**src/hdl/port_defs.svh**
```systemverilog
/*
 * constants of the serial port register block: offsets, bit labels,
 * reset values and widths.
 * assumes: included by bare name from each design file that needs them.
 */
`ifndef PORT_DEFS_SVH
`define PORT_DEFS_SVH

// ==========================================================
// register offsets, byte addresses from port_base
// ==========================================================
`define OFS_W 4
`define OFS_RX_QUEUE 4'h0
`define OFS_TX_QUEUE 4'h4
`define OFS_STATUS 4'h8
`define OFS_CONTROL 4'hc

// ==========================================================
// bit labels, big-endian: label 0 is the msb, label 31 the lsb
// ==========================================================
`define WORD_W 32
`define LBL(n) (31 - (n))
`define ST_PARITY_FAULT 24
`define ST_FRAME_FAULT 25
`define ST_OVERRUN_FAULT 26
`define ST_IRQ_ENABLE_MIRROR 27
`define ST_TX_FULL 28
`define ST_TX_EMPTY 29
`define ST_RX_FULL 30
`define ST_RX_VALID 31
`define CT_IRQ_ENABLE_CTL 27
`define CT_RX_FLUSH 30
`define CT_TX_FLUSH 31

// ==========================================================
// reset values and sizes
// ==========================================================
`define RST_WORD 32'h0000_0000
`define RST_BIT 1'b0
`define SET_BIT 1'b1
`define DEF_DATA_BITS 8
`define DEF_DEPTH_LOG2 4
`define FAULT_COUNT 3

`endif

```
**src/hdl/port_pkg.sv**
```systemverilog
/*
 * types shared by the serial port register block.
 * assumes: compiled before every module that imports it.
 */
package port_pkg;

    // ==========================================================
    // types
    // ==========================================================
    // which register a bus access lands on
    typedef enum logic [2:0] {
        SEL_RX,
        SEL_TX,
        SEL_STATUS,
        SEL_CONTROL,
        SEL_NONE
    } reg_sel_t;

    // one bus data word
    typedef logic [31:0] word_t;

endpackage

```
**src/hdl/char_queue.sv**
```systemverilog
/*
 * character queue with flush: push, pop, head, empty and full.
 * assumes: single clock, synchronous active-low reset; callers never
 * rely on a push into a full queue or a pop from an empty one.
 */
`timescale 1ns/10ps
`include "port_defs.svh"

module char_queue import port_pkg::*; #(
    parameter int WIDTH = `DEF_DATA_BITS,
    parameter int DEPTH_LOG2 = `DEF_DEPTH_LOG2
) (
    // clock and reset
    input wire logic clk_i,
    input wire logic rst_b_i,
    // control
    input wire logic flush_i,
    input wire logic push_i,
    input wire logic pop_i,
    // data
    input wire logic [WIDTH-1:0] wdata_i,
    output logic [WIDTH-1:0] head_o,
    // state
    output logic empty_o,
    output logic full_o
);

    localparam int DEPTH = 1 << DEPTH_LOG2;

    // ==========================================================
    // storage and pointers
    // ==========================================================
    logic [WIDTH-1:0] mem [DEPTH];              // character store
    logic [DEPTH_LOG2-1:0] wr_q, wr_d;          // next free slot
    logic [DEPTH_LOG2-1:0] rd_q, rd_d;          // oldest character
    logic [DEPTH_LOG2:0] cnt_q, cnt_d;          // characters held
    logic do_push;
    logic do_pop;

    // pushes into a full queue and pops from an empty one are dropped
    assign do_push = push_i && !full_o;
    assign do_pop = pop_i && !empty_o;
    assign head_o = mem[rd_q];
    assign empty_o = (cnt_q == '0);
    assign full_o = cnt_q[DEPTH_LOG2];

    // next pointers; a flush wins over anything in the same cycle
    always_comb begin
        wr_d = wr_q;
        rd_d = rd_q;
        cnt_d = cnt_q;
        if (flush_i) begin
            wr_d = '0;
            rd_d = '0;
            cnt_d = '0;
        end else begin
            if (do_push) begin
                wr_d = wr_q + 1'b1;
            end
            if (do_pop) begin
                rd_d = rd_q + 1'b1;
            end
            if (do_push && !do_pop) begin
                cnt_d = cnt_q + 1'b1;
            end else if (do_pop && !do_push) begin
                cnt_d = cnt_q - 1'b1;
            end
        end
    end

    // pointer registers
    always_ff @(posedge clk_i) begin
        if (!rst_b_i) begin
            wr_q <= '0;
            rd_q <= '0;
            cnt_q <= '0;
        end else begin
            wr_q <= wr_d;
            rd_q <= rd_d;
            cnt_q <= cnt_d;
        end
    end

    // the store itself has no reset; only the pointers define content
    always_ff @(posedge clk_i) begin
        if (do_push && !flush_i) begin
            mem[wr_q] <= wdata_i;
        end
    end

endmodule

```
**src/hdl/sticky_flags.sv**
```systemverilog
/*
 * a row of sticky flags: set by hardware events, all cleared together.
 * assumes: single clock, synchronous active-low reset.
 */
`timescale 1ns/10ps
`include "port_defs.svh"

module sticky_flags import port_pkg::*; #(
    parameter int N = `FAULT_COUNT
) (
    // clock and reset
    input wire logic clk_i,
    input wire logic rst_b_i,
    // events and clear
    input wire logic [N-1:0] set_i,
    input wire logic clr_i,
    // held flags
    output logic [N-1:0] flags_o
);

    // ==========================================================
    // one flag per bit
    // ==========================================================
    for (genvar i = 0; i < N; i++) begin : g_flag
        logic q;
        logic d;
        // a set in the clearing cycle wins, so no event is ever lost
        always_comb begin
            d = set_i[i] | (q & ~clr_i);
        end
        always_ff @(posedge clk_i) begin
            if (!rst_b_i) begin
                q <= `RST_BIT;
            end else begin
                q <= d;
            end
        end
        assign flags_o[i] = q;
    end

endmodule

```
**src/hdl/serial_port_regs.sv**
```systemverilog
/*
 * register interface and interrupt of a small serial port: receive
 * queue, transmit queue, status word, control word, one interrupt.
 * assumes: a host master that raises sel_i for one access and holds it
 * until ack_o, a serial transmitter that takes characters with a
 * valid/take handshake, and a serial receiver that strobes each
 * character with its fault indications; all on clk_i.
 */
`timescale 1ns/10ps
`include "port_defs.svh"

// How it works
// status 27 mirrors interrupt enable, resets 0
// status 28 set when transmit queue full
// status 29 set when transmit queue and stage empty
// status 30 set when receive queue full
// status 31 set when receive data waiting
// control 27 gates interrupt, resets 0
// control 30 written one flushes receive queue
// control 31 written one flushes transmit queue
// read offset 0 pops oldest received character
// write offset 4 pushes transmit character
// read offset 8 returns status word
// write offset 12 updates control word
// interrupt held while enabled and receive data waits
// transmit queue draining gives one-cycle interrupt
// status 24 latches parity fault, read clears
// status 25 latches framing fault, character dropped
// status 26 latches overrun, character dropped
// interrupt is enabled OR of both causes
// wrong-direction accesses change no state
module serial_port_regs import port_pkg::*; #(
    parameter int DATA_BITS = `DEF_DATA_BITS,
    parameter int DEPTH_LOG2 = `DEF_DEPTH_LOG2,
    parameter bit USE_PARITY = 1'b0
) (
    // clock and reset
    input wire logic clk_i,
    input wire logic rst_b_i,
    // host register port
    input wire logic sel_i,
    input wire logic rnw_i,
    input wire logic [`OFS_W-1:0] addr_i,
    input wire logic [`WORD_W-1:0] wdata_i,
    output logic [`WORD_W-1:0] rdata_o,
    output logic ack_o,
    // toward the serial transmitter
    output logic [DATA_BITS-1:0] tx_char_o,
    output logic tx_valid_o,
    input wire logic tx_take_i,
    // from the serial receiver
    input wire logic [DATA_BITS-1:0] rx_char_i,
    input wire logic rx_strobe_i,
    input wire logic rx_parity_err_i,
    input wire logic rx_frame_err_i,
    // interrupt
    output logic irq_o
);

    // ==========================================================
    // declarations
    // ==========================================================
    // bus answer registers
    logic [`WORD_W-1:0] rdata_q, rdata_d;       // read data held with ack
    logic ack_q, ack_d;                         // one-cycle answer
    // control state
    logic irq_enable_ctl_q, irq_enable_ctl_d;   // interrupt gate
    // transmit output stage, so the serial side sees flops only
    logic [DATA_BITS-1:0] tx_char_q, tx_char_d;
    logic tx_valid_q, tx_valid_d;
    // interrupt path
    logic tx_idle_prev_q, tx_idle_prev_d;       // idle last cycle
    logic irq_q, irq_d;
    // decoded access
    logic take;                                 // request taken now
    reg_sel_t sel;                              // register addressed
    logic rx_pop;
    logic tx_push;
    logic rx_flush;
    logic tx_flush;
    logic status_read;
    // queue signals
    logic [DATA_BITS-1:0] rx_head;
    logic [DATA_BITS-1:0] tx_head;
    logic rx_empty;
    logic rx_full;
    logic tx_empty;
    logic tx_full;
    logic rx_push;
    logic tx_pop;
    logic tx_idle;                              // queue and stage empty
    logic tx_drained;                           // idle just reached
    // faults
    logic [`FAULT_COUNT-1:0] fault_set;
    logic [`FAULT_COUNT-1:0] faults;            // parity, frame, overrun
    logic [`WORD_W-1:0] status_word;

    // ==========================================================
    // address decode
    // ==========================================================
    // a request is taken only when no answer is out, so a held select
    // is seen once per access
    assign take = sel_i && !ack_q;

    // map the offset to a register
    always_comb begin
        case (addr_i)
            `OFS_RX_QUEUE: sel = SEL_RX;
            `OFS_TX_QUEUE: sel = SEL_TX;
            `OFS_STATUS: sel = SEL_STATUS;
            `OFS_CONTROL: sel = SEL_CONTROL;
            default: sel = SEL_NONE;
        endcase
    end

    // side effects only in the direction each register allows
    assign rx_pop = take && rnw_i && (sel == SEL_RX) && !rx_empty;
    assign tx_push = take && !rnw_i && (sel == SEL_TX);
    assign status_read = take && rnw_i && (sel == SEL_STATUS);
    // flush strobes act only on a control write with the bit at one
    assign rx_flush = take && !rnw_i && (sel == SEL_CONTROL)
                      && wdata_i[`LBL(`CT_RX_FLUSH)];
    assign tx_flush = take && !rnw_i && (sel == SEL_CONTROL)
                      && wdata_i[`LBL(`CT_TX_FLUSH)];

    // ==========================================================
    // receive side
    // ==========================================================
    // a framed-wrong character never reaches the queue; a full queue
    // turns the character into an overrun instead
    assign rx_push = rx_strobe_i && !rx_frame_err_i && !rx_full;

    // fault events: parity only when parity handling is built in
    assign fault_set[0] = USE_PARITY && rx_strobe_i && !rx_frame_err_i
                          && rx_parity_err_i;
    assign fault_set[1] = rx_strobe_i && rx_frame_err_i;
    assign fault_set[2] = rx_strobe_i && !rx_frame_err_i && rx_full;

    char_queue #(
        .WIDTH(DATA_BITS),
        .DEPTH_LOG2(DEPTH_LOG2)
    ) u_rx_queue (
        .clk_i(clk_i),
        .rst_b_i(rst_b_i),
        .flush_i(rx_flush),
        .push_i(rx_push),
        .pop_i(rx_pop),
        .wdata_i(rx_char_i),
        .head_o(rx_head),
        .empty_o(rx_empty),
        .full_o(rx_full)
    );

    // faults are cleared by reading the status word
    sticky_flags #(
        .N(`FAULT_COUNT)
    ) u_faults (
        .clk_i(clk_i),
        .rst_b_i(rst_b_i),
        .set_i(fault_set),
        .clr_i(status_read),
        .flags_o(faults)
    );

    // ==========================================================
    // transmit side
    // ==========================================================
    // outside a flush, the stage reloads whenever it is empty or being taken
    assign tx_pop = !tx_empty && (!tx_valid_q || tx_take_i) && !tx_flush;
    assign tx_idle = tx_empty && !tx_valid_q;
    assign tx_drained = tx_idle && !tx_idle_prev_q;

    char_queue #(
        .WIDTH(DATA_BITS),
        .DEPTH_LOG2(DEPTH_LOG2)
    ) u_tx_queue (
        .clk_i(clk_i),
        .rst_b_i(rst_b_i),
        .flush_i(tx_flush),
        .push_i(tx_push),
        .pop_i(tx_pop),
        .wdata_i(wdata_i[DATA_BITS-1:0]),
        .head_o(tx_head),
        .empty_o(tx_empty),
        .full_o(tx_full)
    );

    // next transmit stage
    always_comb begin
        tx_char_d = tx_char_q;
        tx_valid_d = tx_valid_q;
        if (tx_flush) begin
            // a flush also withdraws the character on offer
            tx_valid_d = `RST_BIT;
        end else if (tx_pop) begin
            tx_char_d = tx_head;
            tx_valid_d = `SET_BIT;
        end else if (tx_take_i) begin
            tx_valid_d = `RST_BIT;
        end
    end

    // ==========================================================
    // status word
    // ==========================================================
    // reserved labels read as zero
    always_comb begin
        status_word = `RST_WORD;
        status_word[`LBL(`ST_PARITY_FAULT)] = faults[0];
        status_word[`LBL(`ST_FRAME_FAULT)] = faults[1];
        status_word[`LBL(`ST_OVERRUN_FAULT)] = faults[2];
        status_word[`LBL(`ST_IRQ_ENABLE_MIRROR)] = irq_enable_ctl_q;
        status_word[`LBL(`ST_TX_FULL)] = tx_full;
        // the character on offer to the transmitter still counts
        status_word[`LBL(`ST_TX_EMPTY)] = tx_idle;
        status_word[`LBL(`ST_RX_FULL)] = rx_full;
        status_word[`LBL(`ST_RX_VALID)] = !rx_empty;
    end

    // ==========================================================
    // bus answer and control word
    // ==========================================================
    // next answer: write-only and unmapped offsets read as zero
    always_comb begin
        rdata_d = `RST_WORD;
        ack_d = take;
        irq_enable_ctl_d = irq_enable_ctl_q;
        if (take && rnw_i) begin
            case (sel)
                SEL_RX: begin
                    // an empty queue answers zero and pops nothing
                    if (!rx_empty) begin
                        rdata_d[DATA_BITS-1:0] = rx_head;
                    end
                end
                SEL_STATUS: begin
                    rdata_d = status_word;
                end
                default: begin
                    rdata_d = `RST_WORD;
                end
            endcase
        end else if (take && (sel == SEL_CONTROL)) begin
            irq_enable_ctl_d = wdata_i[`LBL(`CT_IRQ_ENABLE_CTL)];
        end
    end

    // ==========================================================
    // interrupt
    // ==========================================================
    // the level cause holds while data waits; the drain cause lasts one
    // cycle because the previous-idle flag catches up next edge
    always_comb begin
        tx_idle_prev_d = tx_idle;
        irq_d = irq_enable_ctl_q && (!rx_empty || tx_drained);
    end

    // ==========================================================
    // registers
    // ==========================================================
    // every state register of the top sits here
    always_ff @(posedge clk_i) begin
        if (!rst_b_i) begin
            rdata_q <= `RST_WORD;
            ack_q <= `RST_BIT;
            irq_enable_ctl_q <= `RST_BIT;
            tx_char_q <= '0;
            tx_valid_q <= `RST_BIT;
            // idle at reset, so leaving reset raises no drain event
            tx_idle_prev_q <= `SET_BIT;
            irq_q <= `RST_BIT;
        end else begin
            rdata_q <= rdata_d;
            ack_q <= ack_d;
            irq_enable_ctl_q <= irq_enable_ctl_d;
            tx_char_q <= tx_char_d;
            tx_valid_q <= tx_valid_d;
            tx_idle_prev_q <= tx_idle_prev_d;
            irq_q <= irq_d;
        end
    end

    // ==========================================================
    // outputs
    // ==========================================================
    // all straight from flops
    assign rdata_o = rdata_q;
    assign ack_o = ack_q;
    assign tx_char_o = tx_char_q;
    assign tx_valid_o = tx_valid_q;
    assign irq_o = irq_q;

endmodule

```
**config.mk**
```make
export PLATFORM = sky130hd
export DESIGN_NAME = serial_port_regs
export DESIGN_NICKNAME = d
export VERILOG_FILES = /design/src/hdl/port_pkg.sv /design/src/hdl/char_queue.sv /design/src/hdl/sticky_flags.sv /design/src/hdl/serial_port_regs.sv
export VERILOG_INCLUDE_DIRS = /design/src /design/src/hdl
export SDC_FILE = /design/constraint.sdc
export NUM_CORES = 1
export LEC_CHECK = 0
export BUFFER_PORTS_ARGS = -buffer_cell sky130_fd_sc_hd__buf_4
export CORE_ASPECT_RATIO = 1.4
export CORE_MARGIN = 2
export CORE_UTILIZATION = 45
export CTS_BUF_LIST = sky130_fd_sc_hd__clkbuf_2 sky130_fd_sc_hd__clkbuf_4 sky130_fd_sc_hd__clkbuf_8
export DETAILED_ROUTE_END_ITERATION = 12
export GPL_TIMING_DRIVEN = 0
export PLACE_DENSITY = 0.6
export SLEW_MARGIN = 10
export SYNTH_ARGS = -nofsm -noshare
export SYNTH_HDL_FRONTEND = slang
export SYNTH_SLANG_ARGS = --single-unit
```
**constraint.sdc**
```tcl
create_clock -name clk_i -period 4.7 [get_ports clk_i]
set_input_delay 0.94 -clock clk_i [delete_from_list [all_inputs] [get_ports clk_i]]
set_output_delay 0.94 -clock clk_i [all_outputs]
set_load 0.005 [all_outputs]
```
Word-level counts from Yosys, hierarchy flattened
Memory sizes are Yosys's and may differ from the RTL's. A register that Yosys moved wholly into a read port is not among the register bits.
Index checks and enable logic that the tools add are counted.
{"block": "totals", "input_bits": 52, "mem_count": 2, "ramBits": 256, "register_bits": 66}
{"block": "op_classes", "reduce_logical": 60, "bitwise": 9, "add_sub_neg": 8, "n_eq_ne": 6, "mux": 15}
{"memory": "u_rx_queue.mem", "depth": 16, "width": 8, "rd": 1, "rd_ports_with_merged_regs": 1, "wr": 1, "line": "char_queue.sv:33", "text": "logic [WIDTH-1:0] mem [DEPTH];"}
{"memory": "u_tx_queue.mem", "depth": 16, "width": 8, "rd": 1, "rd_ports_with_merged_regs": 1, "wr": 1, "line": "char_queue.sv:33"}
{"cell": "$logic_and 1x1->1", "count": 30}
{"cell": "$mux 5", "count": 4}
{"cell": "$add 4x1->4 const B", "count": 4}
{"cell": "$logic_not 1->1", "count": 16}
{"cell": "$pmux 8 s2", "count": 1}
{"cell": "$pmux 3 s4", "count": 1}
{"cell": "$add 5x1->5 const B", "count": 2}
{"cell": "$logic_not 5->1", "count": 2}
{"cell": "$sub 5x1->5 const B", "count": 2}
{"cell": "$eq 4x4->1 const B", "count": 2}
{"cell": "$mux 4", "count": 2}
{"cell": "$mux 8", "count": 1}
{"cell": "$eq 3x2->1 const B", "count": 2}
{"cell": "$mux 1", "count": 6}
{"cell": "$reduce_and 2->1", "count": 3}
{"cell": "$reduce_bool 2->1", "count": 3}
{"cell": "$eq 4x3->1 const B", "count": 1}
{"cell": "$logic_not 4->1", "count": 1}
{"cell": "$not 1->1", "count": 4}
{"cell": "$reduce_or 2->1", "count": 2}
{"cell": "$and 1x1->1", "count": 3}
{"cell": "$eq 3x1->1 const B", "count": 1}
{"cell": "$logic_not 3->1", "count": 1}
{"cell": "$logic_or 1x1->1", "count": 2}
{"cell": "$or 1x1->1", "count": 2}

Logic depth before layout (Yosys ltp)
Gate-level depths: netlist of run 1.
{"block": "logic_depth", "word_depth": 11, "mapped_depth": 14, "depth_no_buf": 12}

Cells and area by module
Synthesis of run 1 repeated with hierarchy kept, for this count alone.
{"block": "unflattened", "hier_cells": 753, "hier_area_um2": 12836.1}
{"module": "char_queue (u_rx_queue)", "seq_area_each_um2": 4184.0, "area_per_inst_um2": 5814.3, "n_inst": 1, "cells_each": 312}
{"module": "char_queue (u_tx_queue)", "seq_area_each_um2": 4184.0, "area_per_inst_um2": 5809.3, "n_inst": 1, "cells_each": 311}
{"module": "serial_port_regs", "seq_area_each_um2": 420.4, "area_per_inst_um2": 1088.5, "n_inst": 1, "cells_each": 118}
{"module": "sticky_flags", "seq_area_each_um2": 60.1, "area_per_inst_um2": 123.9, "n_inst": 1, "cells_each": 12}

Worst setup path before layout of run 1
OpenSTA, ideal clock, no wires.
{"block": "synth_timing", "path_type": "input -> register", "start": "in addr_i[1]", "end": "reg u_tx_queue.cnt_q[4]", "t_arrival_ps": 3571, "stages": 14, "n_path_buf": 2, "required_ps": 4630, "setup_slack_ps": 1059, "path_cell_list": "nor4b_1 > nand4_1 > and3_1 > clkbuf_1 > clkbuf_1 > inv_1 > ha_1 > inv_1 > fa_1 > a21o_1 > a21oi_1 > xnor2_1 > or3_1 > a21oi_1"}
{"block": "synth_via", "elab_chain_cells": 11, "elab_cells_between_ends": 21}
{"element": "start, declared", "line": "serial_port_regs.sv:43", "text": "input wire logic [`OFS_W-1:0] addr_i,"}
{"element": "$eq 4x4->1 (tied with other cells)", "line": "serial_port_regs.sv:107", "text": "case (addr_i)"}
{"element": "$pmux 3 s4 *", "line": "serial_port_regs.sv:107"}
{"element": "$eq 3x2->1", "line": "serial_port_regs.sv:123", "text": "assign tx_flush = take && !rnw_i && (sel == SEL_CONTROL)"}
{"element": "$logic_and 1x1->1 (2 in a row)", "line": "serial_port_regs.sv:123"}
{"element": "$logic_not 1->1", "line": "serial_port_regs.sv:169", "text": "assign tx_pop = !tx_empty && (!tx_valid_q || tx_take_i) && !tx_flush;"}
{"element": "$logic_and 1x1->1", "line": "serial_port_regs.sv:169"}
{"element": "$logic_and 1x1->1", "line": "char_queue.sv:42", "text": "assign do_pop = pop_i && !empty_o;"}
{"element": "$logic_not 1->1", "line": "char_queue.sv:63", "text": "if (do_push && !do_pop) begin"}
{"element": "$logic_and 1x1->1", "line": "char_queue.sv:63"}
{"element": "$mux 5 or $reduce_bool 2->1 (tied branches)"}
{"element": "end signal, assigned", "line": "char_queue.sv:80", "text": "cnt_q <= cnt_d;"}
{"element": "end, declared", "line": "char_queue.sv:36", "text": "logic [DEPTH_LOG2:0] cnt_q, cnt_d;"}
Every way passes the cells marked *; elsewhere a longest branch is shown, timed or not.
A chain may end at the register's enable or synchronous reset.

Worst setup path after layout of run 1
Same ends and word-level chain as after synthesis.

==> metrics.cfg, run 1 <==
[drt]
topRoutingLayerUsed = met4
detail_route.wl_per_cell_um = 21.6
viasPerCell = 5.29
detailed_route_wire_length_um = 26600
post_route_m1_wl_um = 9960
met3WireLength_um = 1060
wl_met2_um = 14500
routed-via-count = 6490
final_antenna_net_count = 0
detail_route.first_pass.iterations = 5
drt_drc_violations_left = 0
detail_route.iter0.violations = 420

[final_layout]
area_growth_pct = 16.0
drive_above_1_share = 0.289
n_fill_cell = 2254
final_net_count = 895
antenna_cells_inserted = 0
final_cells = 1227
finish.utilization = 0.532

[timing]
clock.fmax_mhz = 250
report.final.slew_viol_count = 0
slew_hr = 0.314
fin_hold_ws_ns = 0.472
layout_worst_path_cycle_share = 0.852
finalCriticalPeriod_ns = 4.00
finalSetupTns_ns = 0
tightestPinTransition_ns = 1.03
grt_setup_unrepaired = no
number_of_setup_violations_in_the_final_report = 0
number_of_hold_slack_violations_in_the_final_timing_report = 0
clock_skew_ns = 0.0258

[cts]
post_cts_resized = 0
clockRootBuffer = sky130_fd_sc_hd__clkbuf_8
insertion_delay_to_the_later_sink_of_the_worst_skew_pair_ns = 0.59
clock_tree.buffer_depth = 3
holdBufCountCts = 0
clock_sinks = 310
tritoncts.num_buffers = 48
clk_transition_reported_paths_ns = 0.07
htree_levels = 2
post_cts_buffers = 0
cts_tree = done

[floorplanning]
top_level_ports = 95
floorplan.die.height_um = 200
placeableCoreArea_um2 = 27000
area_of_the_die_um2 = 28900
rows = 71
floorplan.initialDensity = 0.458
die_w_um = 144

[setup_path]
crit_path_top_delay_cell = sky130_fd_sc_hd__nor4b_1
timing.setup.critical_path_class = in2reg
timing.critical_path.to_type = register
worst-path-buf-inv = 5
wp_data_required_ns = 5.20
critical_path.startpoint_type = input port
crit_fanout = 10
cpPeakStageDelay_ns = 0.77
cp.arrival_ns = 4.51
worstPathCellList = buf_4 > nor4b_1 > nand4_1 > and3_1 > clkbuf_1 > clkbuf_1 > inv_1 > ha_1 > inv_1 > fa_1 > a21o_1 > a21oi_1 > xnor2_1 > or3_1 > a21oi_1
cpLargestDelayFamily = simple AND/OR/NAND/NOR gates

[worst_hold_path]
timing.hold.worst.class = reg2reg

[grt]
antenna_found_initial = 0
grt_pass1_wl_um = 40200
grt_use_total = 0.189
grt_start_max_net_pins = 18
grt_pass1_vias = 6850
grt-ovfl-total = 0

[synthesis]
ys_dominant_reg_cell = sky130_fd_sc_hd__edfxtp_1
number_of_enable_flip_flop_cells_after_synthesis = 256
mappedNetlistArea_um2 = 12400
post_synthesis_sequential_area_ratio = 0.709
synth_async_sr_flop_share = 0
post_synth.cell_area_avg_um2 = 17.5
synth_warnings = 0
yosysUniqueCellTypes = 45
ff_latch_count_synth = 310
postSynthCellCount = 707

[pwr]
power.density_cell_area_nw_per_um2 = 458
worst_ir_drop_vdd_mv = 0.299
static-leakage-power_nw = 4.85

[place]
io_buffers = 43
dp_hpwl_um = 18400
dp_cells = 1138
gp_congestion = 0.867

[run]
drv.max_cap_violation_count = 0

[status]
status = finished clean

[Yosys cell counts (all sizes together) (3+ instances only)]
| cell type | number | area share |
|---|---|---|
| and3 | 4 | 0.0020 |
| nor2b | 5 | 0.0025 |
| o21ai | 10 | 0.0040 |
| dfxtp | 54 | 0.087 |
| or3 | 3 | 0.0016 |
| nor3 | 12 | 0.0049 |
| ha | 18 | 0.018 |
| nand4 | 6 | 0.0030 |
| xnor2 | 10 | 0.0071 |
| a22oi | 8 | 0.0049 |
| mux2 | 8 | 0.0073 |
| inv | 12 | 0.0036 |
| xor2 | 8 | 0.0057 |
| mux4 | 65 | 0.12 |
| nand2 | 24 | 0.0073 |
| edfxtp | 256 | 0.62 |
| and2 | 3 | 0.0015 |
| nor2 | 66 | 0.020 |
| nor4 | 3 | 0.0032 |
| buf | 40 | 0.021 |
| o22ai | 8 | 0.0040 |
| a21o | 4 | 0.0024 |
| a22o | 16 | 0.011 |
| clkbuf | 18 | 0.0055 |
| nand2b | 7 | 0.0035 |
| a21oi | 10 | 0.0040 |
| mux2i | 15 | 0.012 |
[cell type report]
cell class	instances	area, um2	area share
plain buffers	58	323	0.0225
repair buffers	43	323	0.0225
multi-input cells	350	3360	0.234
inverters	12	45.0	0.00314
well taps	365	457	0.0318
clock buffers	74	918	0.0640
flip-flops and latches	310	8770	0.611
clock inverters	15	158	0.0110
[flip-flops by register name, summed over array words and instances, names as in the netlist, named ones only]
register           count
u_rx_queue.cnt_q       5
irq_o                  1
rdata_o                8
tx_idle_prev_q         1
tx_valid_o             1
irq_enable_ctl_q       1
tx_char_o              8
u_tx_queue.rd_q        4
u_tx_queue.cnt_q       5
u_faults.g_flag.q      3
u_rx_queue.wr_q        4
u_tx_queue.mem       128
u_rx_queue.rd_q        4
u_tx_queue.wr_q        4
ack_o                  1
u_rx_queue.mem       128
[worst reg2reg max path, cell delays in order (launching register included)]
cell and delay, ns:
sky130_fd_sc_hd__dfxtp_1 0.33, sky130_fd_sc_hd__nor4b_1 0.74, sky130_fd_sc_hd__nand4_1 0.22, sky130_fd_sc_hd__and3_1 0.21, sky130_fd_sc_hd__clkbuf_1 0.19, sky130_fd_sc_hd__clkbuf_1 0.30, sky130_fd_sc_hd__inv_1 0.12, sky130_fd_sc_hd__ha_1 0.19
sky130_fd_sc_hd__inv_1 0.11, sky130_fd_sc_hd__fa_1 0.42, sky130_fd_sc_hd__a21o_1 0.18, sky130_fd_sc_hd__a21oi_1 0.17, sky130_fd_sc_hd__xnor2_1 0.10, sky130_fd_sc_hd__or3_1 0.31, sky130_fd_sc_hd__a21oi_1 0.16
[layout by cell type, fill, tap and decap left out, types with 7 or more instances in the layout]
cell type,Yosys,layout
sky130_fd_sc_hd__dfxtp_1,54,54
sky130_fd_sc_hd__nand2b_1,7,7
sky130_fd_sc_hd__mux2_2,8,8
sky130_fd_sc_hd__o22ai_1,8,8
sky130_fd_sc_hd__clkbuf_4,0,16
sky130_fd_sc_hd__mux4_2,65,65
sky130_fd_sc_hd__a21oi_1,10,10
sky130_fd_sc_hd__nor3_2,0,8
sky130_fd_sc_hd__xor2_1,8,8
sky130_fd_sc_hd__nor2_1,66,66
sky130_fd_sc_hd__inv_1,12,12
sky130_fd_sc_hd__a22oi_1,8,8
sky130_fd_sc_hd__xnor2_1,10,10
sky130_fd_sc_hd__ha_1,18,18
sky130_fd_sc_hd__conb_1,1,24
sky130_fd_sc_hd__edfxtp_1,256,256
sky130_fd_sc_hd__nand2_1,24,24
sky130_fd_sc_hd__clkbuf_1,18,18
sky130_fd_sc_hd__clkbuf_8,0,58
sky130_fd_sc_hd__buf_2,9,9
sky130_fd_sc_hd__o21ai_0,10,10
sky130_fd_sc_hd__mux2i_1,15,15
sky130_fd_sc_hd__a22o_1,16,16
sky130_fd_sc_hd__buf_4,25,68
[metal layers]
metal  global-route usage  up-vias
met5                    0        -
met4               0.0850        0
met3               0.0344       59
met2                0.344      177
met1                0.211     3316
li1                     -     2938
[where the power goes]
| part | total, mW | internal, mW | leakage, nW | switching [mW] |
|---|---|---|---|---|
| clock network | 2.46 | 1.42 | 0.570 | 1.04 |
| logic | 0.995 | 0.475 | 1.53 | 0.520 |
| registers | 3.13 | 3.06 | 2.74 | 0.0721 |
| total | 6.58 | 4.95 | 4.85 | 1.63 |
[final timing paths]
check / start / to / slack, ns / cells past startpoint
hold / removal: tx_char_o[6] / tx_char_o[6] / 0.47 / 2
hold reg to reg: tx_char_o[6] / tx_char_o[6] / 0.47 / 2
setup reg to reg: ack_o / u_tx_queue.cnt_q[4] / 0.88 / 14
setup / recovery: addr_i[1] / u_tx_queue.cnt_q[4] / 0.70 / 15
[stage by stage]
stage	instance area [um2]	setup slack [ns]	total power, mW
2_1_floorplan	12500	1.06	3.86
3_3_place_gp	13200	0.231	4.15
3_5_place_dp	13300	0.126	4.18
4_1_cts	14300	0.723	6.64
5_1_grt	14400	0.465	6.85
6_report	14400	0.695	6.58
[logic make-up after synthesis]
| family | share of synthesized area |
|---|---|
| fa+ha+maj | 0.0214 |
| other cells | 0.000303 |
| flops | 0.709 |
| simple gates | 0.0539 |
| buf+inv | 0.0297 |
| mux | 0.138 |
| compound gates | 0.0356 |
| xor+xnor | 0.0127 |
(Power assumes the default switching activity.)
==> run 2: changes to the inputs <==
--- a/config.mk
+++ b/config.mk
@@ -13,7 +13,7 @@
 export CTS_BUF_LIST = sky130_fd_sc_hd__clkbuf_2 sky130_fd_sc_hd__clkbuf_4 sky130_fd_sc_hd__clkbuf_8
 export DETAILED_ROUTE_END_ITERATION = 12
 export GPL_TIMING_DRIVEN = 0
-export PLACE_DENSITY = 0.6
+export PLACE_DENSITY = 0.66
 export SLEW_MARGIN = 10
 export SYNTH_ARGS = -nofsm -noshare
 export SYNTH_HDL_FRONTEND = slang
==> run 2 against run 1 <==
Design area down 0.70%. Flip-flop and latch count did not move. Die area is the same. Clock skew up 0.0029 ns. First-iteration DRC count shrank 14%. Setup slack got worse by 0.056 ns. Critical path type unchanged. Critical endpoint unchanged. Largest cell class unchanged. Largest power group unchanged.
==> metrics.cfg, run 2 (synthesis gave the netlist of run 1 again) <==
[grt]
grt_start_max_net_pins = 18
grt_use_total = 0.180
grt-ovfl-total = 0
antenna_found_initial = 2
grt_pass1_wl_um = 38100
grt_pass1_vias = 6631

[final_layout]
drive_above_1_share = 0.282
layout_common_cells = sky130_fd_sc_hd__edfxtp_1 (256), sky130_fd_sc_hd__buf_4 (68), sky130_fd_sc_hd__nor2_1 (66)
top_regs = u_rx_queue.mem (128), u_tx_queue.mem (128)
final_net_count = 893
area_growth_pct = 15.2
mostFrequentLayoutCell = sky130_fd_sc_hd__edfxtp_1

[timing]
clock_skew_ns = 0.0287
slew_hr = 0.309
grt_setup_unrepaired = no
finalCriticalPeriod_ns = 4.06
layout_worst_path_cycle_share = 0.864
number_of_setup_violations_in_the_final_report = 0
number_of_hold_slack_violations_in_the_final_timing_report = 0
tightestPinTransition_ns = 1.03
report.final.slew_viol_count = 0
finalSetupTns_ns = 0
clock.fmax_mhz = 246

[setup_path]
cp.arrival_ns = 4.57
endpoint = u_tx_queue.cnt_q[4]
worst_r2r_startpoint = ack_o
crit_path_top_delay_cell = sky130_fd_sc_hd__nor4b_1
worstPathCellList = buf_4 > nor4b_1 > nand4_1 > and3_1 > clkbuf_1 > clkbuf_1 > inv_1 > ha_1 > inv_1 > fa_1 > a21o_1 > a21oi_1 > xnor2_1 > or3_1 > a21oi_1
critical_path.startpoint_type = input port
worst-path-stages = 15
timing.setup.critical_path_class = in2reg
cpPeakStageDelay_ns = 0.78
worst-r2r-setup-slack_ns = 0.81
worst-path-buf-inv = 5
critPathLaunch = addr_i[1]
crit-reg2reg-capture = u_tx_queue.cnt_q[4]
timing.reg2reg.worst_path_depth = 14
cpLargestDelayFamily = simple AND/OR/NAND/NOR gates
wp_data_required_ns = 5.21
crit_fanout = 10
timing.critical_path.to_type = register

[cts]
holdBufCountCts = 0
clock_sinks = 310
clockRootBuffer = sky130_fd_sc_hd__clkbuf_8
cts_tree = done
htree_levels = 2
post_cts_resized = 0
clock_tree.buffer_depth = 3
post_cts_buffers = 0
clk_transition_reported_paths_ns = 0.06
tritoncts.num_buffers = 46
insertion_delay_to_the_later_sink_of_the_worst_skew_pair_ns = 0.59

[drt]
final_antenna_net_count = 0
viasPerCell = 5.22
detailed_route_wire_length_um = 25500
routed-via-count = 6386
detail_route.first_pass.iterations = 4
detail_route.iter0.violations = 362
drt_drc_violations_left = 0
detail_route.wl_per_cell_um = 20.9

[run]
drv.max_cap_violation_count = 0

[pwr]
power_frac_comb = 0.153
power.density_cell_area_nw_per_um2 = 446
power.total_mw = 6.36
static-leakage-power_nw = 4.79
netSwitchingFraction = 0.250
share_clk_of_total_power = 0.356
power.switching_mw = 1.59
worst_ir_drop_vdd_mv = 0.325
power.sequential.fraction = 0.491
cell_internal_pwr_mw = 4.77

[status]
status = finished clean

[floorplanning]
floorplan.initialDensity = 0.458
die_w_um = 144
placeableCoreArea_um2 = 27000
floorplan.die.height_um = 200
area_of_the_die_um2 = 28900
rows = 71
top_level_ports = 95

[place]
dp_hpwl_um = 17200
io_buffers = 43
gp_congestion = 0.777

[worst_hold_path]
timing.hold.worst.class = reg2reg
hold_start = tx_char_o[5]

-- run 2: changes by cell type in the layout (fill, tap and decap cells not counted), moves of 3 or more --
cell,previous run,this run
sky130_fd_sc_hd__clkinv_1,4,7
sky130_fd_sc_hd__clkbuf_8,58,54
sky130_fd_sc_hd__clkinv_2,5,10
sky130_fd_sc_hd__clkbuf_4,16,10
-- run 2: through the flow --
stage | utilization | setup WS, ns | cells | cell area (um2) | hold WS, ns
global route | 0.528 | 0.393 | 1223 | 14300 | 0.490
finish | 0.528 | 0.639 | 1224 | 14300 | 0.472
global placement | 0.490 | 0.0769 | 1138 | 13200 | 0.456
detailed placement | 0.492 | 0.0473 | 1138 | 13300 | 0.462
floorplan | - | 1.06 | 730 | 12500 | 0.451
CTS | 0.528 | 0.672 | 1223 | 14200 | 0.474
-- run 2: worst min path at each step --
stage,slack [ns],cells past startpoint,endpoint
2_1_floorplan,0.45,2,rdata_o[7]
3_3_place_gp,0.46,2,tx_char_o[6]
3_5_place_dp,0.46,2,tx_char_o[6]
4_1_cts,0.47,2,tx_char_o[7]
5_1_grt,0.49,2,tx_char_o[7]
6_report,0.47,2,tx_char_o[5]
-- run 2: worst min-delay path, delay by kind of cell (launching register included) --
family	cells	cell delay, ns
AOI/OAI and AO/OA	1	0.06
DFF	1	0.31
and+or+nand+nor	1	0.05
-- run 2: power groups by stage --
stage               Clock (mW)  Combinational, mW  Sequential [mW]
detailed placement           0              0.982             3.19
global route              2.43               1.07             3.14
global placement             0              0.972             3.19
finish                    2.26              0.972             3.13
floorplan                    0              0.692             3.17
CTS                       2.32              0.986             3.13
-- run 2: layer usage --
layer	wire length [um]	global-route usage	vias to the layer above
li1	-	-	2936
met1	9750	0.203	3258
met2	14200	0.334	144
met3	1000	0.0378	44
met4	561	0.0572	4
met5	22	0	-
-- run 2: layout make-up --
type / instances / area (um2)
tap: 365 / 457
inverter: 12 / 45.0
buffer: 58 / 323
timing repair buffer: 43 / 323
multi-input combinational: 350 / 3360
clock buffer: 64 / 818
antenna: 1 / 2.50
fill: 2227 / 12700
sequential: 310 / 8770
clock inverter: 21 / 155
